File: src/tcc_pkg.sv
// Constants and types shared by the timer counter core.
//
// Summary of operation
// Overflow flag sets when counter returns to zero.
// Flag clears by status read, then zero write.
// Overflow during clear sequence restarts the sequence.
// Writing one leaves flag; reset clears it.
// Interrupt requested while flag and enable set.
// Center select chooses up/down counting mode.
// Source field: none, bus, fixed, external.
// External source synchronised to bus clock.
// Fixed clock equals bus clock without PLL.
// Prescaler divides by two to the field.
// Prescaler follows source synchronisation and selection.
// New prescale value acts next cycle.
// Reading either byte latches both coherently.
// Reset or status write restarts read buffering.
// Reset or counter write zeroes the counter.
// Debug mode freezes counter; reads see frozen value.
// Debug mode freezes read buffer latches.
// Writes in debug still restart read buffering.
// Wrap after modulo; modulo zero free-runs.
// External clock at most quarter bus clock.
// One step per prescaler tick; hold when off.
`default_nettype none

package tcc_pkg;

   // -----------------------------------------------------------------
   // Register map
   // -----------------------------------------------------------------
   localparam int unsigned ADDR_W = 8;
   localparam logic [7:0] ADDR_STATUS_CONTROL = 8'h00;
   localparam logic [7:0] ADDR_COUNTER_HIGH = 8'h04;
   localparam logic [7:0] ADDR_COUNTER_LOW = 8'h08;

   typedef enum logic [1:0] {
      SEL_STATUS = 2'h0,
      SEL_HIGH = 2'h1,
      SEL_LOW = 2'h2,
      SEL_NONE = 2'h3
   } tcc_sel_t;

   // -----------------------------------------------------------------
   // Status and control fields
   // -----------------------------------------------------------------
   localparam int unsigned OVF_BIT = 7;
   localparam int unsigned IRQ_EN_BIT = 6;
   localparam int unsigned CENTER_BIT = 5;
   localparam int unsigned CLKSRC_HI = 4;
   localparam int unsigned CLKSRC_LO = 3;
   localparam int unsigned PRESC_HI = 2;
   localparam int unsigned PRESC_LO = 0;

   typedef enum logic [1:0] {
      CLKSRC_NONE = 2'h0,
      CLKSRC_BUS = 2'h1,
      CLKSRC_FIXED = 2'h2,
      CLKSRC_EXT = 2'h3
   } tcc_clksrc_t;

   localparam logic [2:0] PRESC_RESET = 3'h0;
   localparam int unsigned DIV_W = 7;
   localparam logic [DIV_W-1:0] DIV_ALL_ONES = 7'h7f;
   localparam logic [DIV_W-1:0] DIV_ZERO = 7'h00;

   // -----------------------------------------------------------------
   // Counter values
   // -----------------------------------------------------------------
   localparam logic [15:0] COUNT_ZERO = 16'h0000;
   localparam logic [15:0] COUNT_ONE = 16'h0001;
   localparam logic [15:0] COUNT_FULL = 16'hffff;
   localparam logic [23:0] PAD_ZERO = 24'h000000;
   localparam logic [31:0] DATA_ZERO = 32'h00000000;

   typedef enum logic [1:0] {
      RB_IDLE,
      RB_HOLD_FOR_LOW,
      RB_HOLD_FOR_HIGH
   } tcc_rdbuf_state_t;

endpackage

`default_nettype wire

File: src/tcc_rdbuf_if.sv
// Signals between the core and its counter read buffer.
`timescale 1ns/1ps
`default_nettype none

interface tcc_rdbuf_if;
   logic rdHigh;
   logic rdLow;
   logic restart;
   logic freeze;
   logic [15:0] liveCount;
   logic [7:0] highByte;
   logic [7:0] lowByte;

   modport ctrl (
      output rdHigh, rdLow, restart, freeze, liveCount,
      input highByte, lowByte
   );
   modport buffer (
      input rdHigh, rdLow, restart, freeze, liveCount,
      output highByte, lowByte
   );
endinterface

`default_nettype wire

File: src/tcc_timer_core.sv
// Timer counter core: status/control, clock select and the counter.
//
// The APB interface to the registers and the placing of the registers are this design's own decisions.
`timescale 1ns/1ps
`default_nettype none

module tcc_timer_core (
   input wire logic clk_sys,
   input wire logic rstn,
   input wire logic clkEn,
   input wire logic psel,
   input wire logic penable,
   input wire logic pwrite,
   input wire logic [tcc_pkg::ADDR_W-1:0] paddr,
   input wire logic [31:0] pwdata,
   output logic [31:0] prdata,
   output logic pready,
   output logic pslverr,
   input wire logic extClkPin,
   input wire logic fixedClkTick,
   input wire logic pllActive,
   input wire logic debugActive,
   input wire logic [15:0] modulo,
   output logic [15:0] count,
   output logic countDown,
   output logic centerAlign,
   output logic counterTick,
   output logic overflowIrq
);
   // -----------------------------------------------------------------
   // Register decode
   // -----------------------------------------------------------------
   function automatic tcc_pkg::tcc_sel_t regSel(
      input logic [tcc_pkg::ADDR_W-1:0] a
   );
      tcc_pkg::tcc_sel_t s;
      s = tcc_pkg::SEL_NONE;
      if (a == tcc_pkg::ADDR_STATUS_CONTROL) begin
         s = tcc_pkg::SEL_STATUS;
      end else if (a == tcc_pkg::ADDR_COUNTER_HIGH) begin
         s = tcc_pkg::SEL_HIGH;
      end else if (a == tcc_pkg::ADDR_COUNTER_LOW) begin
         s = tcc_pkg::SEL_LOW;
      end
      return s;
   endfunction

   logic setupPhase;
   logic accessPhase;
   logic rdSc;
   logic wrSc;
   logic wrCnt;
   logic ovfFlag;
   logic irqEn;
   logic clearArmed;
   tcc_pkg::tcc_clksrc_t clkSrc;
   logic [2:0] presc;
   logic [7:0] statusByte;
   logic extSync1;
   logic extSync2;
   logic extSync3;
   logic extLevel;
   logic extRise;
   logic srcTick;
   logic presTickIn;
   logic [15:0] modTop;
   logic atTop;
   logic ovfEvent;
   logic [15:0] next_count;
   logic next_countDown;

   tcc_rdbuf_if rbus ();

   // Reads act at the setup edge, where their data is captured.
   assign setupPhase = psel && !penable;
   assign accessPhase = psel && penable;
   assign rdSc = setupPhase && !pwrite &&
                 regSel(paddr) == tcc_pkg::SEL_STATUS;
   assign wrSc = accessPhase && pwrite &&
                 regSel(paddr) == tcc_pkg::SEL_STATUS;
   assign wrCnt = accessPhase && pwrite &&
                  (regSel(paddr) == tcc_pkg::SEL_HIGH ||
                   regSel(paddr) == tcc_pkg::SEL_LOW);
   assign pready = 1'b1;

   assign statusByte = {ovfFlag, irqEn, centerAlign, clkSrc, presc};

   // -----------------------------------------------------------------
   // Bus read data
   // -----------------------------------------------------------------
   always_ff @(posedge clk_sys or negedge rstn) begin
      if (!rstn) begin
         prdata <= tcc_pkg::DATA_ZERO;
         pslverr <= 1'b0;
      end else if (clkEn && setupPhase) begin
         pslverr <= regSel(paddr) == tcc_pkg::SEL_NONE;
         unique case (regSel(paddr))
            tcc_pkg::SEL_STATUS: prdata <= {tcc_pkg::PAD_ZERO, statusByte};
            tcc_pkg::SEL_HIGH: prdata <= {tcc_pkg::PAD_ZERO, rbus.highByte};
            tcc_pkg::SEL_LOW: prdata <= {tcc_pkg::PAD_ZERO, rbus.lowByte};
            tcc_pkg::SEL_NONE: prdata <= tcc_pkg::DATA_ZERO;
         endcase
      end
   end

   // -----------------------------------------------------------------
   // Control fields
   // -----------------------------------------------------------------
   always_ff @(posedge clk_sys or negedge rstn) begin
      if (!rstn) begin
         irqEn <= 1'b0;
         centerAlign <= 1'b0;
         clkSrc <= tcc_pkg::CLKSRC_NONE;
         presc <= tcc_pkg::PRESC_RESET;
      end else if (clkEn && wrSc) begin
         irqEn <= pwdata[tcc_pkg::IRQ_EN_BIT];
         centerAlign <= pwdata[tcc_pkg::CENTER_BIT];
         clkSrc <= tcc_pkg::tcc_clksrc_t'(
                      pwdata[tcc_pkg::CLKSRC_HI:tcc_pkg::CLKSRC_LO]);
         presc <= pwdata[tcc_pkg::PRESC_HI:tcc_pkg::PRESC_LO];
      end
   end

   // -----------------------------------------------------------------
   // Overflow flag and its clearing sequence
   // -----------------------------------------------------------------
   // A new overflow disarms the sequence, so software must read again
   // before its zero write can clear the flag.
   always_ff @(posedge clk_sys or negedge rstn) begin
      if (!rstn) begin
         clearArmed <= 1'b0;
      end else if (clkEn) begin
         if (ovfEvent) begin
            clearArmed <= 1'b0;
         end else if (wrSc) begin
            clearArmed <= 1'b0;
         end else if (rdSc && ovfFlag) begin
            clearArmed <= 1'b1;
         end
      end
   end

   always_ff @(posedge clk_sys or negedge rstn) begin
      if (!rstn) begin
         ovfFlag <= 1'b0;
      end else if (clkEn) begin
         if (ovfEvent) begin
            ovfFlag <= 1'b1;
         end else if (wrSc && clearArmed &&
                      !pwdata[tcc_pkg::OVF_BIT]) begin
            ovfFlag <= 1'b0;
         end
      end
   end

   assign overflowIrq = ovfFlag && irqEn;

   // -----------------------------------------------------------------
   // Clock source selection
   // -----------------------------------------------------------------
   // The external pin may run at up to a quarter of the bus clock; a
   // faster source would lose edges in this sampler.
   always_ff @(posedge clk_sys or negedge rstn) begin
      if (!rstn) begin
         extSync1 <= 1'b0;
         extSync2 <= 1'b0;
         extSync3 <= 1'b0;
         extLevel <= 1'b0;
      end else if (clkEn) begin
         extSync1 <= extClkPin;
         extSync2 <= extSync1;
         extSync3 <= extSync2;
         if (extSync2 == extSync3) begin
            extLevel <= extSync2;
         end
      end
   end

   assign extRise = (extSync2 == extSync3) && extSync2 && !extLevel;

   always_comb begin
      unique case (clkSrc)
         tcc_pkg::CLKSRC_NONE: srcTick = 1'b0;
         tcc_pkg::CLKSRC_BUS: srcTick = 1'b1;
         tcc_pkg::CLKSRC_FIXED: begin
            srcTick = pllActive ? fixedClkTick : 1'b1;
         end
         tcc_pkg::CLKSRC_EXT: srcTick = extRise;
      endcase
   end

   // Debug stops the source too, so the prescaler phase is kept.
   assign presTickIn = srcTick && !debugActive;

   tcc_prescaler u_prescaler (
      .clk_sys(clk_sys),
      .rstn(rstn),
      .clkEn(clkEn),
      .tickIn(presTickIn),
      .presc(presc),
      .tickOut(counterTick)
   );

   // -----------------------------------------------------------------
   // Counter
   // -----------------------------------------------------------------
   assign modTop = (modulo == tcc_pkg::COUNT_ZERO) ?
                   tcc_pkg::COUNT_FULL : modulo;
   assign atTop = (count == modTop) || (count == tcc_pkg::COUNT_FULL);

   always_comb begin
      next_count = count;
      next_countDown = centerAlign ? countDown : 1'b0;
      ovfEvent = 1'b0;
      if (counterTick) begin
         if (!centerAlign) begin
            next_countDown = 1'b0;
            if (atTop) begin
               next_count = tcc_pkg::COUNT_ZERO;
               ovfEvent = 1'b1;
            end else begin
               next_count = count + tcc_pkg::COUNT_ONE;
            end
         end else if (!countDown) begin
            if (atTop) begin
               next_countDown = 1'b1;
               next_count = count - tcc_pkg::COUNT_ONE;
            end else begin
               next_count = count + tcc_pkg::COUNT_ONE;
            end
         end else begin
            if (count == tcc_pkg::COUNT_ZERO) begin
               next_countDown = 1'b0;
               next_count = tcc_pkg::COUNT_ONE;
            end else begin
               next_count = count - tcc_pkg::COUNT_ONE;
               ovfEvent = (count == tcc_pkg::COUNT_ONE);
            end
         end
      end
      if (wrCnt) begin
         ovfEvent = 1'b0;
      end
   end

   always_ff @(posedge clk_sys or negedge rstn) begin
      if (!rstn) begin
         count <= tcc_pkg::COUNT_ZERO;
         countDown <= 1'b0;
      end else if (clkEn) begin
         if (wrCnt) begin
            count <= tcc_pkg::COUNT_ZERO;
            countDown <= 1'b0;
         end else begin
            count <= next_count;
            countDown <= next_countDown;
         end
      end
   end

   // -----------------------------------------------------------------
   // Read buffer
   // -----------------------------------------------------------------
   assign rbus.rdHigh = setupPhase && !pwrite &&
                        regSel(paddr) == tcc_pkg::SEL_HIGH;
   assign rbus.rdLow = setupPhase && !pwrite &&
                       regSel(paddr) == tcc_pkg::SEL_LOW;
   assign rbus.restart = wrSc || wrCnt;
   assign rbus.freeze = debugActive;
   assign rbus.liveCount = count;

   tcc_rdbuf u_rdbuf (
      .clk_sys(clk_sys),
      .rstn(rstn),
      .clkEn(clkEn),
      .rb(rbus.buffer)
   );

   // -----------------------------------------------------------------
   // Checks
   // -----------------------------------------------------------------
   property p_ovf_set;
      @(posedge clk_sys) disable iff (!rstn)
      clkEn && ovfEvent |=> ovfFlag && count == tcc_pkg::COUNT_ZERO;
   endproperty
   a_ovf_set: assert property (p_ovf_set)
      else $error("Overflow did not set the flag at zero.");

   property p_clear_needs_read;
      @(posedge clk_sys) disable iff (!rstn)
      clkEn && ovfFlag && !clearArmed |=> ovfFlag;
   endproperty
   a_clear_needs_read: assert property (p_clear_needs_read)
      else $error("Flag cleared without a prior status read.");

   property p_clear_done;
      @(posedge clk_sys) disable iff (!rstn)
      clkEn && wrSc && clearArmed && !pwdata[tcc_pkg::OVF_BIT] &&
      !ovfEvent |=> !ovfFlag;
   endproperty
   a_clear_done: assert property (p_clear_done)
      else $error("Armed zero write did not clear the flag.");

   property p_race;
      @(posedge clk_sys) disable iff (!rstn)
      clkEn && ovfEvent && wrSc |=> ovfFlag && !clearArmed;
   endproperty
   a_race: assert property (p_race)
      else $error("Overflow lost during the clearing sequence.");

   property p_one_write;
      @(posedge clk_sys) disable iff (!rstn)
      clkEn && wrSc && pwdata[tcc_pkg::OVF_BIT] |=> $stable(ovfFlag);
   endproperty
   a_one_write: assert property (p_one_write)
      else $error("Writing one changed the flag.");

   property p_irq;
      @(posedge clk_sys) disable iff (!rstn)
      clkEn && wrSc && pwdata[tcc_pkg::IRQ_EN_BIT] &&
      pwdata[tcc_pkg::OVF_BIT] && ovfFlag |=> overflowIrq;
   endproperty
   a_irq: assert property (p_irq)
      else $error("Enabled overflow gave no interrupt.");

   property p_up_only;
      @(posedge clk_sys) disable iff (!rstn)
      clkEn && !centerAlign |=> !countDown;
   endproperty
   a_up_only: assert property (p_up_only)
      else $error("Counter counted down outside center mode.");

   property p_hold_off;
      @(posedge clk_sys) disable iff (!rstn)
      clkEn && clkSrc == tcc_pkg::CLKSRC_NONE && !wrCnt |=> $stable(count);
   endproperty
   a_hold_off: assert property (p_hold_off)
      else $error("Counter moved with no clock selected.");

   property p_cnt_clear;
      @(posedge clk_sys) disable iff (!rstn)
      clkEn && wrCnt |=> count == tcc_pkg::COUNT_ZERO;
   endproperty
   a_cnt_clear: assert property (p_cnt_clear)
      else $error("Counter write did not zero the counter.");

   property p_debug;
      @(posedge clk_sys) disable iff (!rstn)
      clkEn && debugActive && !wrCnt |=> $stable(count);
   endproperty
   a_debug: assert property (p_debug)
      else $error("Counter advanced during debug.");
endmodule

`default_nettype wire

File: src/tcc_prescaler.sv
// Power-of-two prescaler driven by the selected source tick.
`timescale 1ns/1ps
`default_nettype none

module tcc_prescaler (
   input wire logic clk_sys,
   input wire logic rstn,
   input wire logic clkEn,
   input wire logic tickIn,
   input wire logic [2:0] presc,
   output logic tickOut
);
   logic [tcc_pkg::DIV_W-1:0] divCount;
   logic [tcc_pkg::DIV_W-1:0] mask;

   // The field is used live, so a new value acts on the next cycle.
   assign mask = ~(tcc_pkg::DIV_ALL_ONES << presc);
   assign tickOut = tickIn && ((divCount & mask) == mask);

   always_ff @(posedge clk_sys or negedge rstn) begin
      if (!rstn) begin
         divCount <= tcc_pkg::DIV_ZERO;
      end else if (clkEn && tickIn) begin
         divCount <= divCount + 1'b1;
      end
   end

   property p_div_one;
      @(posedge clk_sys) disable iff (!rstn)
      presc == tcc_pkg::PRESC_RESET |-> tickOut == tickIn;
   endproperty
   a_div_one: assert property (p_div_one)
      else $error("Divide by one does not pass every tick.");

   property p_only_on_source;
      @(posedge clk_sys) disable iff (!rstn)
      tickOut |-> tickIn;
   endproperty
   a_only_on_source: assert property (p_only_on_source)
      else $error("Prescaler ticked without a source tick.");
endmodule

`default_nettype wire

File: src/tcc_rdbuf.sv
// Coherent two-byte read buffer for the counter.
`timescale 1ns/1ps
`default_nettype none

module tcc_rdbuf (
   input wire logic clk_sys,
   input wire logic rstn,
   input wire logic clkEn,
   tcc_rdbuf_if.buffer rb
);
   tcc_pkg::tcc_rdbuf_state_t state;
   logic [15:0] held;

   assign rb.highByte = (state == tcc_pkg::RB_IDLE) ?
                        rb.liveCount[15:8] : held[15:8];
   assign rb.lowByte = (state == tcc_pkg::RB_IDLE) ?
                       rb.liveCount[7:0] : held[7:0];

   always_ff @(posedge clk_sys or negedge rstn) begin
      if (!rstn) begin
         state <= tcc_pkg::RB_IDLE;
         held <= tcc_pkg::COUNT_ZERO;
      end else if (clkEn) begin
         if (rb.restart) begin
            state <= tcc_pkg::RB_IDLE;
         end else if (!rb.freeze) begin
            unique case (state)
               tcc_pkg::RB_IDLE: begin
                  if (rb.rdHigh) begin
                     state <= tcc_pkg::RB_HOLD_FOR_LOW;
                     held <= rb.liveCount;
                  end else if (rb.rdLow) begin
                     state <= tcc_pkg::RB_HOLD_FOR_HIGH;
                     held <= rb.liveCount;
                  end
               end
               tcc_pkg::RB_HOLD_FOR_LOW: begin
                  if (rb.rdLow) begin
                     state <= tcc_pkg::RB_IDLE;
                  end
               end
               tcc_pkg::RB_HOLD_FOR_HIGH: begin
                  if (rb.rdHigh) begin
                     state <= tcc_pkg::RB_IDLE;
                  end
               end
               default: begin
                  state <= tcc_pkg::RB_IDLE;
               end
            endcase
         end
      end
   end

   property p_frozen;
      @(posedge clk_sys) disable iff (!rstn)
      clkEn && rb.freeze && !rb.restart |=> $stable(state) && $stable(held);
   endproperty
   a_frozen: assert property (p_frozen)
      else $error("Read buffer moved during debug.");

   property p_restart;
      @(posedge clk_sys) disable iff (!rstn)
      clkEn && rb.restart |=> state == tcc_pkg::RB_IDLE;
   endproperty
   a_restart: assert property (p_restart)
      else $error("Read buffer did not restart.");

   property p_latch_high;
      @(posedge clk_sys) disable iff (!rstn)
      clkEn && !rb.freeze && !rb.restart && rb.rdHigh &&
      state == tcc_pkg::RB_IDLE
      |=> state == tcc_pkg::RB_HOLD_FOR_LOW && held == $past(rb.liveCount);
   endproperty
   a_latch_high: assert property (p_latch_high)
      else $error("High byte read did not latch the counter.");
endmodule

`default_nettype wire

File: config.mk
export PLATFORM = sky130hd
export DESIGN_NAME = tcc_timer_core
export DESIGN_NICKNAME = d
export VERILOG_FILES = /design/src/tcc_pkg.sv /design/src/tcc_rdbuf_if.sv /design/src/tcc_timer_core.sv /design/src/tcc_prescaler.sv /design/src/tcc_rdbuf.sv
export SDC_FILE = /design/constraint.sdc
export NUM_CORES = 1
export LEC_CHECK = 0
export ABC_AREA = 1
export BUFFER_PORTS_ARGS = -buffer_cell sky130_fd_sc_hd__buf_2
export CAP_MARGIN = 30
export CORE_AREA = 5 5 123 102
export CTS_CLUSTER_DIAMETER = 150
export DETAILED_ROUTE_END_ITERATION = 10
export DIE_AREA = 0 0 128 107
export PLACE_DENSITY_LB_ADDON = 0.1
export SLEW_MARGIN = 20
export SYNTH_ARGS = -nofsm -noshare
export SYNTH_HDL_FRONTEND = slang
export SYNTH_SLANG_ARGS = --single-unit
File: constraint.sdc
create_clock -name clk_sys -period 3.8 [get_ports clk_sys]
set_input_delay 0.19 -clock clk_sys [delete_from_list [all_inputs] [get_ports clk_sys]]
set_output_delay 0.19 -clock clk_sys [all_outputs]
set_load 0.05 [all_outputs]
# After elaboration in Yosys (flattened, before gate mapping)
# Cells that the tools add are included.
[totals] in_bits=66 register_bits=88 output_inout_bits=54
[classes] muxes=44 n_shift=1 reduce_logical=45 eq_ne=21 n_bitwise=4 add_sub_neg=3
[op_table] cell="$mux W16" count=10
[op_table] cell="$pmux W32 S4" count=1
[op_table] cell="$logic_not A16 Y1" count=2
[op_table] cell="$logic_and A1 B1 Y1" count=20
[op_table] cell="$mux W1" count=20
[op_table] cell="$mux W2" count=9
[op_table] cell="$add A16 B1 Y16 const B" count=1
[op_table] cell="$eq A16 B1 Y1 const B" count=1
[op_table] cell="$eq A16 B16 Y1" count=1
[op_table] cell="$eq A16 B16 Y1 const B" count=1
[op_table] cell="$mux W8" count=2
[op_table] cell="$sub A16 B1 Y16 const B" count=1
[op_table] cell="$eq A2 B2 Y1 const B" count=6
[op_table] cell="$reduce_and A5 Y1" count=2
[op_table] cell="$eq A2 B1 Y1 const B" count=4
[op_table] cell="$eq A8 B3 Y1 const B" count=1
[op_table] cell="$eq A8 B4 Y1 const B" count=1
[op_table] cell="$logic_not A2 Y1" count=4
[op_table] cell="$logic_not A8 Y1" count=1
[op_table] cell="$reduce_and A2 Y1" count=4
[op_table] cell="$add A7 B1 Y7 const B" count=1
[op_table] cell="$and A7 B7 Y7" count=1
[op_table] cell="$eq A7 B7 Y1" count=1
[op_table] cell="$not A7 Y7" count=1
[op_table] cell="12 further kinds" count=22

# Longest topological paths before layout
# Gate-level depths: netlist of run 1.
[depth] ltp_word=11 depth_mapped=18 depth_no_buf=17

# Hierarchy
# From an unflattened synthesis of run 1, not the netlist that was laid out.
[unflattened] hier_cells=774 hier_area_um2=5248.8
[by_module_without_submodules] mod="tcc_timer_core" seq_area_each_um2=975.9 area_per_inst_um2=3737.3 cells_each=585 n_inst=1
[by_module_without_submodules] mod="tcc_rdbuf" seq_area_each_um2=450.4 area_per_inst_um2=1066.0 cells_each=137 n_inst=1
[by_module_without_submodules] mod="tcc_prescaler" seq_area_each_um2=175.2 area_per_inst_um2=445.4 cells_each=52 n_inst=1

# Worst setup path after synthesis of run 1
# No wires, ideal clock.
[synth_timing] kind="reg2reg" startpoint="register count[0]" endpoint="register count[14]" path_slack_ns=1.439 setup_ns=0.066 t_arrival_ns=2.295 period_less_slack_ns=2.361 stages_incl_launch_ff=15 path_buffers=1 required_time_ns=3.734 path_cell_list="dfrtp_1 ha_1 nand3_1 nor3_2 nand2_2 nor2_4 nand2_2 nor3_4 nand2_4 nand3_4 buf_12 nand3_2 nand2_1 nand2_1 nand2_1"
[synth_via] elab_chain_cells=7 elab_cells_between_ends=13 classes_between="add/sub: 2; eq/ne: 2; mux: 7; reduce/logical: 2"
[synth_lines] item="from (decl)" line_no="tcc_timer_core.sv:24" rtl="output logic [15:0] count,"
[synth_lines] item="from (signal assigned)" line_no="tcc_timer_core.sv:248" rtl="count <= tcc_pkg::COUNT_ZERO;"
[synth_lines] item="from (signal assigned)" line_no="tcc_timer_core.sv:252" rtl="count <= tcc_pkg::COUNT_ZERO;"
[synth_lines] item="from (signal assigned)" line_no="tcc_timer_core.sv:255" rtl="count <= next_count;"
[synth_lines] item="parallel branches: the longest is 4 deep, another holds $add A16 B1 Y16"
[synth_lines] item="$mux W16 *" line_no="tcc_timer_core.sv:216" rtl="if (!centerAlign) begin"
[synth_lines] item="$mux W16 *" line_no="tcc_timer_core.sv:215" rtl="if (counterTick) begin"
[synth_lines] item="$mux W16 *" line_no="tcc_timer_core.sv:251" rtl="if (wrCnt) begin"
# Mark *: on every way between the ends. The select of a mux whose other input is x is not followed.
# A chain may end at the register's enable or synchronous reset.

# Worst setup path after layout of run 1
[layout_timing] startpoint="register count[1]" endpoint="register count[14]"
# Same word-level chain as after synthesis.

==> reports/results.ini, run 1 <==
[power_and_ir_drop]
power_leakage_nw = 3.03
power-per-cell-area_mw_per_mm2 = 374
peakVddDrop_uv = 216

[clock_tree]
cts_buffers = 9
hold_buffers = 1
cts-root-buf = clkbuf_16
clk_path_buf_depth = 2
post_cts_buffers = 0
htree_levels = 3
clock-sinks = 64
clkTransAtPathRegs_ps = 50
clkLatencyLatePin_ps = 340
cts_tree = yes
cts_resized = 0

[sta]
skew_ps = 5.92
finalHoldViolations = 0
setup_viol_count_final = 0
tightest_slew_ps = 606
slew_headroom = 0.596
fmax_ghz = 0.394
period_needed_ps = 2540
fin_setup_tns_ps = 0
slew_violations = 0
rsz0062_at_grt = false
post-route-period-util = 0.668

[synthesis]
synth_warnings = 0
synth_top_area_frac = 0.325
synth_area_leaders = dfrtp_1, nand2_1, nand3_1
ys_seq_elements = 64
seq_area_frac_synth = 0.325
synth_top_area_cell = dfrtp_1
netlist_instances = 751
synth.avg_cell_area_um2 = 6.56
synthDistinctLibCells = 38
syn_area_mm2 = 0.00493

[place]
place.detailed.instances = 943
gp_congestion = 0.938
port_buffers = 70
hpwlAfterDp_um = 10700

[critical_path]
rr_startpoint = count[1]
critPathSlowestCell = dfrtp_1
slowest_delay_ps = 460
critPathKind = flop to flop
startpoint = count[1]
path_max_fanout = 8
cp.required_ps = 4070
endpoint_kind = flop
reg2regPathDepth = 15
r2r_end = count[14]
crit_path_cell_trace = inv_1 > ha_1 > nand2_1 > nor2_2 > nand3_1 > nor2_1 > xor2_1 > nand2_1 > nand2_1 > nand2_1 > nor2_1 > nand2_1 > nand2_1 > nand2_1 > nand2_1
endpoint = count[14]
critPathLaunchType = flop
cpMostUsedCell = nand2_1
worstPathArrival_ps = 2810
regToRegSetupSlack_ps = 1260

[die]
start_util = 0.440
core-area_mm2 = 0.0112
die-width_um = 128
dieArea_mm2 = 0.0137
rows = 35
die_h_um = 107
pin_count = 120

[final_layout]
syn2layout_area_growth_pct = 13.4
fillers = 1157
final_nets = 884
drive_above_1_share = 0.143
n_antenna_cell = 0
most-common-layout-cells = nand2_1, nor2_1, buf_2
layout_commonest_cell = nand2_1
fin_cells = 959

[detailed_routing]
vias_per_cell = 5.13
vias = 4919
drt_pass1_iterations = 5
wire_per_inst_um = 14.8
wirelength_um = 14200
drc = 0
drtIter0Drc = 534
ant_nets = 0

[hold_path]
worstHoldPathType = input port to flop

[global_route]
grt_max_degree = 33
antenna_found_initial = 0
grt_overflow = 0
grt.total_usage = 0.212
first_global_vias = 4461
grt_pass1_wl_um = 23100

[outcome]
outcome = finished, final reports clean

[job]
drv_cap = 0

[critical path, delay by kind of cell, from the launching register on]
family                     cells  cell delay, ps
adders and majority gates      1             280
buffers and inverters          1             350
DFF                            1             460
xor gates and xnor gates       1             250
and+or+nand+nor               12            1130
[per-stage QoR]
| step | power [mW] | utilization | worst slack [ps] | area [um2] | hold slack [ps] |
|---|---|---|---|---|---|
| floorplan | 1.11 | - | 1440 | 5010 | -106 |
| global placement | 1.18 | 0.467 | 1140 | 5230 | 393 |
| detailed placement | 1.20 | 0.469 | 1070 | 5250 | 111 |
| CTS | 2.11 | 0.498 | 1340 | 5590 | 52.2 |
| global route | 2.20 | 0.498 | 1070 | 5590 | 61.3 |
| finish | 2.09 | 0.498 | 1260 | 5590 | 58.5 |
[synth_stat cells, drive strengths merged]
cell type    n
buf         37
nand4       10
xor2        16
nor2        73
o21a         2
o2111ai      2
a31oi        1
ha          11
a21oi       36
or2          2
dfrtp       64
conb         2
o31ai        2
o211ai      17
o22ai        1
nand3       58
nor4         2
nand2      267
clkbuf      18
inv         67
xnor2        3
nor3        15
o21ai       41
clkinv       4
[layout make-up]
cell class	count	area, um2	area share
sequential	64	1600	0.287
multi-input combinational	584	2790	0.500
inverter	71	269	0.0482
timing repair buffer	77	418	0.0748
tap	148	185	0.0332
clock inverter	3	65.1	0.0116
clock buffer	12	256	0.0459
[kinds of logic (layout without fill, tap and decap cells)]
| group | count (synthesis) | count (layout) | share of synthesized area |
|---|---|---|---|
| simple gates | 427 | 427 | 0.369 |
| other cells | 2 | 25 | 0.00152 |
| fa+ha+maj | 11 | 11 | 0.0279 |
| xor+xnor | 19 | 19 | 0.0338 |
| flops | 64 | 64 | 0.325 |
| buf+inv | 126 | 163 | 0.127 |
| compound gates | 102 | 102 | 0.116 |
[power by group]
part | switching, mW | internal, mW | leakage (nW)
Sequential | 0.0414 | 0.728 | 0.836
Combinational | 0.296 | 0.124 | 2.03
Clock | 0.296 | 0.605 | 0.159
[flip-flops by register name (all words and copies together) (netlist names)]
register / cells
u_prescaler.divCount: 7
extSync1: 1
u_rdbuf.held: 16
ovfFlag: 1
irqEn: 1
pslverr: 1
extSync3: 1
presc: 3
clkSrc: 2
extSync2: 1
count: 16
extLevel: 1
u_rdbuf.state: 2
centerAlign: 1
countDown: 1
prdata: 8
clearArmed: 1
[routing by layer]
metal	GRT usage	routed length (um)	part of all wire
met5	0	0	0
met4	0.0591	163	0.011
met3	0.0543	1400	0.099
met2	0.299	5850	0.41
met1	0.317	6780	0.48
[worst min path at each step]
stage                         start     endpoint  slack [ps]  cells past startpoint
final                     extClkPin     extSync1          60                      3
after global routing      extClkPin     extSync1          60                      3
after CTS                 extClkPin     extSync1          50                      3
after detailed placement       rstn     count[7]         110                      1
after global placement    extClkPin     extSync1         390                      3
after floorplan                rstn  centerAlign        -110                      0
Note: power is estimated with default switching activity, not from simulation.
==> inputs of run 2 (changes only) <==
Settings changed: ABC_AREA 1 to 0, CORE_AREA 5 5 123 102 to 5 5 123 101, DIE_AREA 0 0 128 107 to 0 0 128 106.
Clock period 3.8 ns to 2.27 ns, I/O delays scaled along.
==> reports/results.ini, run 2 <==
[outcome]
outcome = finished, violations left
violations = negative hold slack, negative setup slack

[die]
start_util = 0.432  ; -0.00714
pin_count = 120  ; unchanged
die_h_um = 106  ; -0.93%
dieArea_mm2 = 0.0136  ; -0.93%
core-area_mm2 = 0.0112  ; unchanged
rows = 35  ; unchanged
die-width_um = 128  ; unchanged

[place]
gp_congestion = 0.906  ; -3.3%
hpwlAfterDp_um = 12100  ; +13%
port_buffers = 70  ; unchanged

[detailed_routing]
wire_per_inst_um = 19.0  ; +29%
drc = 0  ; unchanged
drt_pass1_iterations = 5  ; unchanged
vias_per_cell = 5.65  ; +10%
ant_nets = 0  ; unchanged
wirelength_um = 16600  ; +17%
drtIter0Drc = 457  ; -14%
vias = 4936  ; +0.35%

[final_layout]
layout_commonest_cell = buf_4
drive_above_1_share = 0.501  ; +0.358
final_nets = 798  ; -9.7%
n_antenna_cell = 0  ; unchanged
top_regs = count x16, u_rdbuf.held x16, prdata x8
most-common-layout-cells = buf_4, buf_2, dfrtp_1
fillers = 947  ; -18%
utilization = 0.645  ; +0.147
syn2layout_area_growth_pct = 49.1

[synthesis]
ys_seq_elements = 64  ; unchanged
synth-main-ff-cell = dfrtp_1
synth_area_leaders = dfrtp_1, mux2_2, mux2i_1
seq_area_frac_synth = 0.330  ; +0.00537
synth_top_area_frac = 0.330  ; +0.00537
synth.avg_cell_area_um2 = 9.16  ; +40%
syn_area_mm2 = 0.00485  ; -1.6%
netlist_instances = 529  ; -30%
synth_common_cells = dfrtp_1, nand2_1, clkbuf_1, o21ai_0
synth-edff-count = 0  ; unchanged
synth_warnings = 0  ; unchanged
async_flop_share = 1.00  ; unchanged
yosysMostFrequentCell = dfrtp_1
synthDistinctLibCells = 70  ; +84%
synth_top_area_cell = dfrtp_1

[job]
drv_cap = 0  ; unchanged

[global_route]
first_global_vias = 4737  ; +6.2%
grt_overflow = 0  ; unchanged
grt.total_usage = 0.239  ; +0.0269
antenna_found_initial = 0  ; unchanged
grt_pass1_wl_um = 25500  ; +11%
grt_max_degree = 65  ; +97%

[critical_path]
reg2regPathDepth = 10  ; -5
regToRegSetupSlack_ps = -180  ; -1440 ps
endpoint = count[14]
endpoint_kind = flop
critPathKind = flop to flop
rr_startpoint = count[1]
cp.required_ps = 2510  ; -1560 ps
critPathLaunchType = flop
path_max_fanout = 2  ; -6
worstPathArrival_ps = 2680  ; -130 ps
startpoint = count[1]
r2r_end = count[14]

[power_and_ir_drop]
power_leakage_nw = 3.36  ; +11%
intPower_mw = 2.26  ; +55%
pwr-share-clk = 0.467  ; +0.036
swShare = 0.256  ; -0.0472
power-per-cell-area_mw_per_mm2 = 421  ; +12%
total_power_mw = 3.04  ; +46%
peakVddDrop_uv = 378  ; +75%
seqPwrFrac = 0.389  ; +0.021
power.switching_mw = 0.778  ; +23%
combPwrFrac = 0.144  ; -0.057

[clock_tree]
clkLatencyLatePin_ps = 330  ; about the same
clkTransAtPathRegs_ps = 60  ; about the same
hold_buffers = 0  ; -1
cts_buffers = 9  ; unchanged
clock-sinks = 64  ; unchanged
htree_levels = 3  ; unchanged
cts_tree = yes
clk_path_buf_depth = 2  ; unchanged
cts-root-buf = clkbuf_16

[sta]
fmax_ghz = 0.409  ; +3.8%
holdWs_ps = -27.9  ; -86.4 ps
slew_headroom = 0.431  ; -0.165
finalHoldViolations = 20  ; +20
post-route-period-util = 1.08  ; +0.410
period_needed_ps = 2450  ; -91.9 ps
tightest_slew_ps = 853  ; +247 ps
skew_ps = 5.34  ; -0.576 ps
setup_slack_ps = -177  ; -1440 ps
slew_violations = 0  ; unchanged
setup_viol_count_final = 12  ; +12
rsz0062_at_grt = true

[hold_path]
worstHoldPathType = input port to asynchronous set/reset pin

run 2: power by group through the flow:
stage	Clock [mW]	Combinational [mW]	Sequential (mW)
3_3_place_gp	0	0.385	1.20
2_1_floorplan	0	0.268	1.21
6_report	1.42	0.437	1.18
4_1_cts	1.45	0.408	1.18
5_1_grt	1.49	0.468	1.18
3_5_place_dp	0	0.392	1.20
run 2: cell families after synthesis:
group                      Yosys count  synth area share
AOI/OAI and AO/OA                  132             0.200
other                                2           0.00155
DFF                                 64             0.330
and+or+nand+nor                    161             0.184
xor gates and xnor gates            29            0.0524
buffers and inverters               77            0.0862
adders and majority gates           11            0.0284
muxes                               53             0.117
run 2: critical path, stage by stage (launching register included):
cell and delay (ps):
dfrtp_2 420, inv_4 70, ha_4 140, nor4b_4 270, nand2_2 140, or4_4 480, xnor2_4 220, a21oi_4 80
nor4_4 240, a22oi_1 110, mux2i_1 170
run 2: stage by stage:
step                cell area [um2]  TNS (ps)  instances  setup slack, ps
floorplan                      5110     -1360        552             -289
global placement               6170     -8470        828             -494
detailed placement             6170    -10340        828             -582
CTS                            6840     -1110        862             -183
global route                   7230     -2380        873             -274
finish                         7230      -943        873             -177
run 2: layout make-up:
type                    count  area, um2  share of cell area
inverters                  11       48.8             0.00675
well taps                 148        185              0.0256
clock inverters             3       40.0             0.00554
multi-input cells         411       3400               0.471
clock buffers              12        267              0.0369
repair buffers            224       1670               0.231
flip-flops and latches     64       1620               0.224
run 2: metal layers:
layer  track usage  vias to the layer above  wire length [um]  part of all wire
met3        0.0527                       19              1350             0.081
met1         0.358                     2410              7560              0.46
met5             0                        -                 0                 0
met4        0.0530                        0               205             0.012
li1              -                     2321                 -                 -
met2         0.349                      186              7490              0.45
run 2: worst min path at each step:
stage	cells after the start	end	startpoint	slack, ps
6_report	2	prdata[2]	rstn	-30
4_1_cts	2	extSync1	extClkPin	8
3_3_place_gp	2	presc[1]	pwdata[1]	350
5_1_grt	2	presc[1]	pwdata[1]	8
2_1_floorplan	0	centerAlign	rstn	-180
3_5_place_dp	2	presc[1]	pwdata[1]	350
run 2: repair_timing:
action                     CTS  global route
setup endpoints to repair   19            20
pin swaps                   23            24
buffers inserted            19             9
resized for setup           52            73
gates cloned                 1             2
==> inputs of run 3 (changes only) <==
Settings changed: SKIP_CTS_REPAIR_TIMING set to 1.
==> reports/results.ini, run 3 (synthesized netlist as in run 2, its figures left out) <==
[detailed_routing]
drt_pass1_iterations = 5  ; unchanged
wirelength_um = 16000  ; -3.5%
wire_per_inst_um = 18.6  ; -2.1%
ant_nets = 0  ; unchanged
vias_per_cell = 5.60  ; -1.0%
vias = 4818  ; -2.4%
drc = 0  ; unchanged
drtIter0Drc = 448  ; -2.0%

[sta]
skew_ps = 6.51  ; +1.17 ps
setup_viol_count_final = 14  ; +2
slew_headroom = 0.426  ; -0.00531
setup_slack_ps = -311  ; -134 ps
holdWs_ps = -26.0  ; +1.95 ps
rsz0062_at_grt = true
slew_violations = 0  ; unchanged
post-route-period-util = 1.14  ; +0.0588
finalHoldViolations = 17  ; -15%
period_needed_ps = 2580  ; +134 ps
fmax_ghz = 0.388  ; -5.2%
tightest_slew_ps = 861  ; +7.97 ps
fin_setup_tns_ps = -1570  ; -623 ps

[final_layout]
fillers = 984  ; +3.9%
top_regs = count x16, u_rdbuf.held x16, prdata x8
syn2layout_area_growth_pct = 43.4
fin_area_mm2 = 0.00695  ; -3.8%
most-common-layout-cells = buf_4, buf_2, dfrtp_1
utilization = 0.620  ; -0.0248
regArea_mm2 = 0.00162  ; unchanged
drive_above_1_share = 0.478  ; -0.0224
final_nets = 786  ; -1.5%
layout_commonest_cell = buf_4
multi_input_area_mm2 = 0.00331  ; -2.7%
fin_cells = 861  ; -1.4%
n_antenna_cell = 0  ; unchanged

[outcome]
violations = negative hold slack, negative setup slack
outcome = finished, violations left

[critical_path]
worstPathArrival_ps = 2820  ; +140 ps
path_max_fanout = 3  ; +1
endpoint_kind = flop
cp.required_ps = 2510  ; about the same
critPathLaunchType = flop
critPathKind = flop to flop

[clock_tree]
htree_levels = 3  ; unchanged
clkLatencyLatePin_ps = 330  ; about the same
cts-root-buf = clkbuf_16
clkTransAtPathRegs_ps = 60  ; about the same
clk_path_buf_depth = 2  ; unchanged
cts_buffers = 9  ; unchanged
cts_tree = yes
clock-sinks = 64  ; unchanged

[hold_path]
worstHoldPathType = input port to asynchronous set/reset pin

[job]
drv_cap = 0  ; unchanged

[die]
dieArea_mm2 = 0.0136  ; unchanged
die-width_um = 128  ; unchanged
die_h_um = 106  ; unchanged
core-area_mm2 = 0.0112  ; unchanged
pin_count = 120  ; unchanged
rows = 35  ; unchanged
start_util = 0.432  ; unchanged

[place]
dpl_cell_area_mm2 = 0.00617  ; unchanged
port_buffers = 70  ; unchanged
place.detailed.instances = 828  ; unchanged
hpwlAfterDp_um = 12100  ; unchanged
gp_congestion = 0.906  ; unchanged

[global_route]
antenna_found_initial = 0  ; unchanged
grt_max_degree = 65  ; unchanged
grt.total_usage = 0.228  ; -0.0108
grt_overflow = 0  ; unchanged
first_global_vias = 4526  ; -4.5%
grt_pass1_wl_um = 24300  ; -4.6%

[power_and_ir_drop]
power-per-cell-area_mw_per_mm2 = 435  ; +3.4%
peakVddDrop_uv = 376  ; -0.45%
power_leakage_nw = 3.20  ; -4.7%

## run 3: cell types whose count changed in the layout (fill, tap and decap cells not counted), sizes merged
| cell | delta |
|---|---|
| buf | -12 |
## run 3: through the flow
stage	setup WS (ps)	power (mW)
detailed placement	-582	1.59
CTS	-507	3.03
global placement	-494	1.59
global route	-433	3.12
floorplan	-289	1.48
finish	-311	3.02
## run 3: cell type report
cell class	count	share of cell area
multi-input combinational	411	0.476
sequential	64	0.233
timing repair buffer	212	0.213
clock buffer	12	0.0383
tap	148	0.0266
inverter	11	0.00702
clock inverter	3	0.00576
## run 3: final timing paths
check	startpoint	end	slack [ps]	depth (start not counted)
max	count[0]	count[14]	-310	11
min	rstn	prdata[2]	-30	2
max reg2reg	count[0]	count[14]	-310	11
min reg2reg	u_prescaler.divCount[6]	u_prescaler.divCount[6]	470	1
max in group asynchronous	rstn	count[15]	1670	2
min in group clk_sys	pwdata[1]	presc[1]	20	2
## run 3: power breakdown
part / leakage, nW / switching [mW] / internal (mW)
sequential: 0.839 / 0.0163 / 1.17
combinational: 2.21 / 0.264 / 0.150
clock: 0.154 / 0.497 / 0.930
## run 3: layer usage
metal / GRT usage / routed length, um
met4: 0.0447 / 143
met1: 0.346 / 7790
met3: 0.0527 / 1070
met5: 0 / 0
met2: 0.329 / 7030
## run 3: critical path: stages, from the launching register on
cell,delay [ps]
dfrtp_2,420
clkinv_4,60
ha_4,140
nor4b_4,300
nand2_2,140
or4_4,550
xnor2_4,180
a21oi_2,80
nor4_2,230
buf_4,180
a22oi_1,60
mux2i_1,150
